File: config.mk
export PLATFORM = sky130hd
export DESIGN_NAME = gtfc_timer
export DESIGN_NICKNAME = d
export VERILOG_FILES = /design/src/gtfc_pkg.sv /design/src/gtfc_timer.sv /design/src/gtfc_free_counter.sv
export SDC_FILE = /design/constraint.sdc
export NUM_CORES = 1
export LEC_CHECK = 0
export BUFFER_PORTS_ARGS = -buffer_cell sky130_fd_sc_hd__buf_2
export CAP_MARGIN = 20
export CORE_MARGIN = 2
export CORE_UTILIZATION = 60
export DETAILED_ROUTE_END_ITERATION = 8
export PLACE_DENSITY = 0.81
export SYNTH_ARGS = -nofsm -noshare
export SYNTH_HDL_FRONTEND = slang
export SYNTH_SLANG_ARGS = --single-unit
File: constraint.sdc
create_clock -name core_clk -period 6.1 [get_ports core_clk]
set_input_delay 0 -clock core_clk [delete_from_list [all_inputs] [get_ports core_clk]]
set_output_delay 0 -clock core_clk [all_outputs]
set_load 0.01 [all_outputs]
File: src/gtfc_pkg.sv
// Constants, register map and types of the general timer and free counter.
// Assumes a 125 MHz core clock and a 32-bit Avalon-MM register port.
// How it works
// - Writing one to run bit 29 of timer configuration starts the timer.
// - Run bit zero halts the timer; its count holds still.
// - Run bit falling from one to zero forces the preload to FFFFh.
// - Preload is bits 15-0, read/write, resets FFFFh, feeds the timer.
// - Timer count register returns the live 16-bit count, read-only, resets FFFFh.
// - Running timer raises interrupt events repeatedly, spaced by preload plus one 25 MHz ticks.
// - Free counter is 32 bits, starts at zero, increments every 25 MHz tick.
// - Free counter wraps from maximum to zero and keeps counting.
// - First-half read snapshots all 32 free-counter bits at once.
// - Free counter is cleared within 160 ns of a reset.
// - Free counter runs in every power state, never gated by them; here it freezes whenever clk_en is low.
package gtfc_pkg;
	// ==============================================================
	// Bus geometry
	localparam int ADDR_W = 8;
	localparam int DATA_W = 32;
	localparam int BE_W = 4;
	// ==============================================================
	// Register offsets (byte addresses)
	localparam logic [ADDR_W-1:0] OFS_IRQ_STATUS = 8'h80;
	localparam logic [ADDR_W-1:0] OFS_IRQ_MASK = 8'h84;
	localparam logic [ADDR_W-1:0] OFS_TIMER_CONFIG = 8'h8C;
	localparam logic [ADDR_W-1:0] OFS_TIMER_COUNT = 8'h90;
	localparam logic [ADDR_W-1:0] OFS_FREE_COUNT = 8'h9C;
	// ==============================================================
	// Fields and reset values
	localparam int RUN_BIT = 29;
	localparam int PRELOAD_W = 16;
	localparam int FREE_W = 32;
	localparam int IRQ_TIMER_BIT = 0;
	localparam logic [PRELOAD_W-1:0] PRELOAD_RST = 16'hFFFF;
	localparam logic [PRELOAD_W-1:0] COUNT_RST = 16'hFFFF;
	localparam logic [FREE_W-1:0] FREE_RST = 32'h0000_0000;
	localparam logic [DATA_W-1:0] DATA_ZERO = 32'h0000_0000;
	// ==============================================================
	// Timing
	localparam int CLK_PERIOD_NS = 8;
	localparam int FREE_PERIOD_NS = 40;
	localparam int FREE_DIV = (FREE_PERIOD_NS + CLK_PERIOD_NS - 1) / CLK_PERIOD_NS;
	localparam int FREE_CLR_MAX_NS = 160;
	localparam int FREE_CLR_MAX_CYC = FREE_CLR_MAX_NS / CLK_PERIOD_NS;
	localparam int PRESC_W = 3;
	localparam logic [PRESC_W-1:0] PRESC_LAST = 3'(FREE_DIV - 1);
	localparam logic [PRESC_W-1:0] PRESC_ZERO = 3'h0;
	// ==============================================================
	// Types
	typedef enum logic {
		GTFC_HALT = 1'b0,
		GTFC_RUN = 1'b1
	} gtfc_run_t;
endpackage : gtfc_pkg

File: src/gtfc_timer.sv
// General-purpose down timer and free counter behind an Avalon-MM slave.
// Assumes a master that holds each request until waitrequest is low.
`timescale 1ns/1ps
module gtfc_timer
	import gtfc_pkg::*;
(
	input wire logic core_clk,
	input wire logic rst_n,
	input wire logic clk_en,
	input wire logic [gtfc_pkg::ADDR_W-1:0] avs_address,
	input wire logic avs_read,
	input wire logic avs_write,
	input wire logic [gtfc_pkg::DATA_W-1:0] avs_writedata,
	input wire logic [gtfc_pkg::BE_W-1:0] avs_byteenable,
	output logic [gtfc_pkg::DATA_W-1:0] avs_readdata,
	output logic avs_waitrequest,
	output logic irq
);
	// ==============================================================
	// Reset release
	logic rst_meta_q;
	logic rst_sync_n;

	always_ff @(posedge core_clk or negedge rst_n) begin
		if (!rst_n) begin
			rst_meta_q <= 1'b0;
			rst_sync_n <= 1'b0;
		end else begin
			rst_meta_q <= 1'b1;
			rst_sync_n <= rst_meta_q;
		end
	end

	// ==============================================================
	// Free counter
	logic tick;
	logic [FREE_W-1:0] free_count;

	gtfc_free_counter u_free (
		.core_clk(core_clk),
		.rst_sync_n(rst_sync_n),
		.clk_en(clk_en),
		.tick(tick),
		.free_count(free_count)
	);

	// ==============================================================
	// Bus handshake
	// Every access costs one wait cycle while clk_en is high; reads sample on the first enabled edge
	logic ack_q;
	logic ack_d;
	logic req;
	logic wr_take;
	logic rd_sample;
	logic [DATA_W-1:0] rdata_q;
	logic [DATA_W-1:0] rdata_d;
	logic [FREE_W-1:0] snap_q;
	logic [FREE_W-1:0] snap_d;

	assign req = avs_read | avs_write;
	assign avs_waitrequest = req & ~(ack_q & clk_en);
	assign wr_take = avs_write & ack_q;
	assign rd_sample = avs_read & ~ack_q;
	assign avs_readdata = rdata_q;

	// ==============================================================
	// Timer and interrupt state
	gtfc_run_t run_q;
	gtfc_run_t run_d;
	logic [PRELOAD_W-1:0] preload_q;
	logic [PRELOAD_W-1:0] preload_d;
	logic [PRELOAD_W-1:0] count_q;
	logic [PRELOAD_W-1:0] count_d;
	logic sts_q;
	logic sts_d;
	logic mask_q;
	logic mask_d;
	logic wrap_evt;
	logic wr_cfg;
	logic wr_sts;
	logic wr_mask;
	logic [DATA_W-1:0] cfg_view;

	assign wr_cfg = wr_take & (avs_address == OFS_TIMER_CONFIG);
	assign wr_sts = wr_take & (avs_address == OFS_IRQ_STATUS) & avs_byteenable[0];
	assign wr_mask = wr_take & (avs_address == OFS_IRQ_MASK) & avs_byteenable[0];
	assign cfg_view = {2'b00, run_q, 13'h0000, preload_q};

	// ==============================================================
	// Read path and snapshot
	always_comb begin
		ack_d = req & ~ack_q;
		rdata_d = rdata_q;
		snap_d = snap_q;
		if (rd_sample) begin
			case (avs_address)
				OFS_TIMER_CONFIG: rdata_d = cfg_view;
				OFS_TIMER_COUNT: rdata_d = {16'h0000, count_q};
				OFS_FREE_COUNT: begin
					// Low half present: renew; upper half alone: reuse
					if (avs_byteenable[1:0] != 2'b00) begin
						snap_d = free_count;
						rdata_d = free_count;
					end else begin
						rdata_d = snap_q;
					end
				end
				OFS_IRQ_STATUS: rdata_d = {31'h0000_0000, sts_q};
				OFS_IRQ_MASK: rdata_d = {31'h0000_0000, mask_q};
				default: rdata_d = DATA_ZERO;
			endcase
		end
	end

	always_ff @(posedge core_clk or negedge rst_sync_n) begin
		if (!rst_sync_n) begin
			ack_q <= 1'b0;
			rdata_q <= DATA_ZERO;
			snap_q <= FREE_RST;
		end else if (clk_en) begin
			ack_q <= ack_d;
			rdata_q <= rdata_d;
			snap_q <= snap_d;
		end
	end

	// ==============================================================
	// Timer control
	// Writes to the free counter offset fall through and change nothing
	always_comb begin
		run_d = run_q;
		preload_d = preload_q;
		count_d = count_q;
		wrap_evt = 1'b0;
		if (wr_cfg && avs_byteenable[3]) begin
			run_d = avs_writedata[RUN_BIT] ? GTFC_RUN : GTFC_HALT;
		end
		if (wr_cfg && avs_byteenable[0]) begin
			preload_d[7:0] = avs_writedata[7:0];
		end
		if (wr_cfg && avs_byteenable[1]) begin
			preload_d[15:8] = avs_writedata[15:8];
		end
		// Stop preset beats whatever preload came in with the same write
		if (run_q == GTFC_RUN && run_d == GTFC_HALT) begin
			preload_d = PRELOAD_RST;
		end
		unique case (run_q)
			GTFC_RUN: begin
				if (tick) begin
					if (count_q == 16'h0000) begin
						wrap_evt = 1'b1;
						count_d = preload_q;
					end else begin
						count_d = count_q - 16'h0001;
					end
				end
			end
			GTFC_HALT: begin
				// Held still; a start loads the preload first
				if (run_d == GTFC_RUN) begin
					count_d = preload_d;
				end
			end
		endcase
	end

	always_ff @(posedge core_clk or negedge rst_sync_n) begin
		if (!rst_sync_n) begin
			run_q <= GTFC_HALT;
			preload_q <= PRELOAD_RST;
			count_q <= COUNT_RST;
		end else if (clk_en) begin
			run_q <= run_d;
			preload_q <= preload_d;
			count_q <= count_d;
		end
	end

	// ==============================================================
	// Interrupt status and mask
	always_comb begin
		mask_d = wr_mask ? avs_writedata[IRQ_TIMER_BIT] : mask_q;
		// A new event wins over a clear in the same cycle
		sts_d = (sts_q & ~(wr_sts & avs_writedata[IRQ_TIMER_BIT])) | wrap_evt;
	end

	always_ff @(posedge core_clk or negedge rst_sync_n) begin
		if (!rst_sync_n) begin
			sts_q <= 1'b0;
			mask_q <= 1'b0;
		end else if (clk_en) begin
			sts_q <= sts_d;
			mask_q <= mask_d;
		end
	end

	assign irq = sts_q & mask_q;
endmodule : gtfc_timer

File: src/gtfc_free_counter.sv
// Free-running 32-bit counter with its own 25 MHz tick prescaler.
// Assumes a synchronised active-low reset and the 125 MHz core clock.
`timescale 1ns/1ps
module gtfc_free_counter
	import gtfc_pkg::*;
(
	input wire logic core_clk,
	input wire logic rst_sync_n,
	input wire logic clk_en,
	output logic tick,
	output logic [gtfc_pkg::FREE_W-1:0] free_count
);
	// ==============================================================
	// Prescaler and counter
	logic [PRESC_W-1:0] presc_q;
	logic [PRESC_W-1:0] presc_d;
	logic [FREE_W-1:0] count_q;
	logic [FREE_W-1:0] count_d;

	// Only clk_en gates this logic; while it is low, prescaler and counter freeze
	always_comb begin
		tick = (presc_q == PRESC_LAST);
		presc_d = tick ? PRESC_ZERO : presc_q + 3'h1;
		count_d = tick ? count_q + 32'h1 : count_q;
	end

	// Async clear lands at once, well inside the clearing window
	always_ff @(posedge core_clk or negedge rst_sync_n) begin
		if (!rst_sync_n) begin
			presc_q <= PRESC_ZERO;
			count_q <= FREE_RST;
		end else if (clk_en) begin
			presc_q <= presc_d;
			count_q <= count_d;
		end
	end

	assign free_count = count_q;
endmodule : gtfc_free_counter

# After elaboration in Yosys (flattened, before gate mapping)
# Index checks and enable logic that the tools add are counted.
# op_classes
add_sub_neg	3
eq_ne	8
muxes	15
n_reduce_logical	11
bitwise_logic	20
# op_table
cell	n
case mux 32 bit (5 select lines)	1
two-way mux 16 bit	4
equality test 8 bit (second input constant)	5
adder 32 x 1 -> 32 bit (second input constant)	1
two-way mux 32 bit	1
case mux 16 bit (2 select lines)	1
zero test 16 bit	1
two-way mux 8 bit	2
subtractor 16 x 1 -> 16 bit (second input constant)	1
bitwise AND 1 bit	13
AND reduction 2 bit	3
AND reduction 3 bit	2
two-way mux 1 bit	5
NOT 1 bit	5
logical AND 1 bit	4
inequality test 2 bit (second input constant)	2
adder 3 x 1 -> 3 bit (second input constant)	1
equality test 3 bit (second input constant)	1
two-way mux 3 bit	1
OR 1 bit	2
nonzero test 2 bit	1
# word_totals
wordCells	69
output_inout_bits	34
reg_bits	137

# Longest topological paths before layout
# depth
ltp_word	9
ltp_mapped	10
depth_no_buf	8

# Hierarchy
# From an unflattened synthesis, not the netlist that was laid out.
# hier_totals
hier_cells	678
hier_area_um2	7090.6
# by_module_without_submodules
mod	area_each_um2	instances	seq_area_each_um2	cells_each
gtfc_timer	5416.4	1	2592.5	526
gtfc_free_counter	1674.1	1	875.8	152

# Worst setup path after synthesis
# No wires, ideal clock.
# synth_timing
path_kind	register -> register
start	register count_q[9]
end	register count_q[14]
n_path_buf	1
period_less_slack_ps	2045
slack_ps	4055
t_arrival_ps	1962
setup_time_ps	83
path_stages_with_launch	7
required_ps	6017
path_cell_list	dfstp_2 or4_1 buf_2 or4_4 xor2_1 a21oi_1 a221o_1
# synth_via
elab_chain_cells	4
word_cells_on_any_way	5
classes_between	add/sub (1); mux (3); reduce/logical (1)
# synth_rtl
item	line	source
start, declared	gtfc_timer.sv:72	logic [PRELOAD_W-1:0] count_q;
start signal, assigned	gtfc_timer.sv:176	count_q <= count_d;
subtractor 16 x 1 -> 16 bit or zero test 16 bit (tied branches)	gtfc_timer.sv:155, gtfc_timer.sv:151	
two-way mux 16 bit (*)	gtfc_timer.sv:151	if (count_q == 16'h0000) begin
two-way mux 16 bit (*)	gtfc_timer.sv:150	if (tick) begin
case mux 16 bit (2 select lines) (*)	gtfc_timer.sv:148	unique case (run_q)
# Every way passes the cells marked *; elsewhere a longest branch is shown, timed or not. The select of a mux whose other input is x is not followed.
# A chain may end at the register's enable or synchronous reset.

# Worst setup path in the final report
# layout_timing
start	register ack_q
end	register snap_q[25]
# layout_via
elab_chain_cells	3
# layout_rtl
item	line	source
start, declared	gtfc_timer.sv:50	logic ack_q;
start signal, assigned	gtfc_timer.sv:121	ack_q <= ack_d;
NOT 1 bit	gtfc_timer.sv:63	assign rd_sample = avs_read & ~ack_q;
bitwise AND 1 bit	gtfc_timer.sv:63	
AND reduction 3 bit (no line)	-	
end signal, assigned	gtfc_timer.sv:123	snap_q <= snap_d;
end, declared	gtfc_timer.sv:57	logic [FREE_W-1:0] snap_q;
# No other way between the ends.

==> flow_metrics.tcl <==
set metrics [dict create \
    synth_commonest_cells "105 x dfrtp_1, 100 x nand2_1, 52 x o21ai_0" \
    clock_latency_ns 0.43 \
    cp.arrival_ns 3.35 \
    powerDensity_mw_per_mm2 271 \
    numCtsBuffers 17 \
    period_share_pct 49.8 \
    grt_pass1_vias 5523 \
    cp.required_ns 6.41 \
    finalHoldViolCount 0 \
    vdd_drop_max_mv 0.288 \
    ctsHtreeMaxLevel 4 \
    die_w_um 111 \
    power_leakage_nw 3.60 \
    fp.dieArea_mm2 0.0123 \
    synth_top_family_by_area "simple AND/OR/NAND/NOR gates" \
    synthArstFlopShare_pct 100 \
    drv_slew 0 \
    ys_warn_count 0 \
    start_util_pct 62.2 \
    clkTransAtPathRegs_ns 0.06 \
    drcViolationCount 0 \
    power.total_mw 2.20 \
    synthSimpleGateAreaFrac_pct 15.9 \
    dr.pass1.iters 5 \
    holdCritPathClass "input pin to flop" \
    worstPathBufferInverterCount 2 \
    tightest_slew_ns 0.984 \
    grt_pass1_wl_mm 27.3 \
    grt_usage_pct 27.9 \
    maxCapViolCount 0 \
    slew_headroom_pct 34.4 \
    grt_max_degree 77 \
    hpwlAfterDp_mm 10.6 \
    synth-main-ff-cell "dfrtp_1" \
    clkSinkCount 137 \
    port_buffers 66 \
    cts_tree "yes" \
    cp_top_family "simple AND/OR/NAND/NOR gates" \
    grt_overflow_total 0 \
    postRouteWirelength_mm 16.5 \
    finalCriticalPeriod_ns 3.04 \
    final_nets 784 \
    synth-compound-area-share_pct 14.1 \
    netlist_instances 652 \
    status "finished clean" \
    synth_seq_area_share_pct 50.8 \
    antenna_left 0 \
    wire_per_inst_um 18.7 \
    path_cells "inv_1 -> nand3_2 -> or3_1 -> buf_4 -> mux2_2" \
    critPathSlowestCell "or3_1" \
    cp_slowest_stage_delay_ns 0.96 \
    viasPerCell 6.11 \
    yosys.area.top_type_share_pct 38.5 \
    finalSetupTns_ns 0 \
    synth_mux_area_share_pct 10.5 \
    row_count 38 \
    fp.coreArea_mm2 0.0110 \
    synth.most_common_cell "dfrtp_1" \
    holdWs_ns 0.131 \
    rsz0062_at_grt "false" \
    syn_avg_cell_area_um2 10.5 \
    crit_path_end_kind "flop" \
    synthXorXnorAreaFrac_pct 4.74 \
    final.setup_skew_ns 0.00775 \
    antenna_found_initial 0 \
    io_pins 83 \
    max_freq_mhz 329 \
    critPathKind "flop to flop" \
    synth_edf_count 0 \
    post_route_cells_drive_above_1_share_pct 27.2 \
    gp_congestion 0.917 \
    synth_nets 706 \
    antenna_cells 0 \
    syn_to_final_growth_pct 18.4 \
    synth.distinct_cells 66 \
    crit_path_max_fanout 51 \
    synth_area_leader_cell "dfrtp_1" \
    syn_area_mm2 0.00683 \
    synthAdderAreaFrac_pct 0.916 \
    finalSetupViolations 0 \
    start_kind "flop" \
    root_buffer "clkbuf_16" \
    die_y_um 111 \
    synthTopCellsByArea "dfrtp_1 38%, dfstp_2 12%, mux2_2 6.6%, nand2_1 5.5%, mux2i_1 4.0%" \
    cts_max_path_buffers 2 \
    num_vias 5396 \
    dr.first_iter.drc_count 478 \
    synth-seq-cells 137 \
]
[layout by cell type (no fill, tap or decap), types with 8 or more instances in the layout]
cell type and n:
dfstp_2 32, inv_1 11, buf_2 66, dfrtp_1 104
nor2_1 24, a221oi_1 16, dlygate4sd3_1 25, o22a_1 16
xor2_1 16, a21oi_1 28, nand3_1 21, nor3_1 8
clkbuf_16 17, xnor2_1 21, nand2_1 100, mux2i_1 27
o21ai_0 52, mux2_2 40
[metrics by stage]
step | instance area (um^2) | cells | util (%) | worst slack, ns
global route | 8090 | 883 | 73.7 | 2.86
global placement | 7210 | 825 | 65.7 | 3.14
detailed placement | 7210 | 825 | 65.7 | 3.07
floorplan | 6830 | 652 | - | 2.06
finish | 8090 | 883 | 73.7 | 3.06
CTS | 8080 | 882 | 73.5 | 3.04
[power breakdown]
| group | internal (mW) | leakage, nW | total [mW] | switching [mW] |
|---|---|---|---|---|
| logic | 0.0674 | 1.52 | 0.160 | 0.0922 |
| registers | 0.935 | 1.78 | 0.968 | 0.0328 |
| clock network | 0.650 | 0.297 | 1.07 | 0.418 |
| total | 1.65 | 3.60 | 2.20 | 0.543 |
[cells by family (layout without fill, tap and decap cells)]
family | count (synthesis) | count (layout)
other | 1 | 1
adders and majority gates | 5 | 5
muxes | 67 | 67
and+or+nand+nor | 210 | 210
buffers and inverters | 47 | 138
xor gates and xnor gates | 37 | 37
AOI/OAI and AO/OA | 148 | 148
DFF | 137 | 137
[cell type report]
| type | instances | area, um^2 |
|---|---|---|
| clock buffer | 17 | 425 |
| clock inverter | 15 | 188 |
| fill | 767 | 2890 |
| inverter | 11 | 41.3 |
| multi-input combinational | 468 | 3170 |
| sequential | 137 | 3470 |
| tap | 140 | 175 |
| timing repair buffer | 95 | 614 |
[final timing paths]
| kind | start | slack, ns | depth (start not counted) | endpoint |
|---|---|---|---|---|
| max in group asynchronous | rst_sync_n | 4.24 | 1 | avs_readdata[9] |
| max | ack_q | 3.06 | 5 | snap_q[25] |
| min | avs_byteenable[3] | 0.13 | 4 | run_q |
| min in group asynchronous | rst_sync_n | 0.41 | 0 | u_free.presc_q[0] |
| max reg2reg | ack_q | 3.06 | 5 | snap_q[25] |
| min reg2reg | rst_meta_q | 0.35 | 0 | rst_sync_n |
[worst min-delay path: cells and delay by family]
kind          cells  cell delay [ns]
buf+inv           1             0.10
simple gates      2             0.21
mux               1             0.21
[per-layer routing]
layer,vias to the layer above,track usage [%],routed length [um]
li1,2505,-,-
met1,2687,35.5,6940
met2,177,46.0,8340
met3,27,7.44,884
met4,0,10.8,357
met5,-,0,0
[flip-flops by register name, indices dropped and copies added (netlist names)]
register,cells
rst_meta_q,1
mask_q,1
count_q,16
preload_q,16
sts_q,1
snap_q,32
u_free.presc_q,3
u_free.free_count,32
ack_q,1
rst_sync_n,1
avs_readdata,32
run_q,1
[timing repair]
action,4_1_cts,5_1_grt
setup buffers,0,0
resized for setup,0,0
endpoints found under the hold margin,35,0
hold buffers,25,0
No activity file was read; power rests on OpenSTA's default activity.
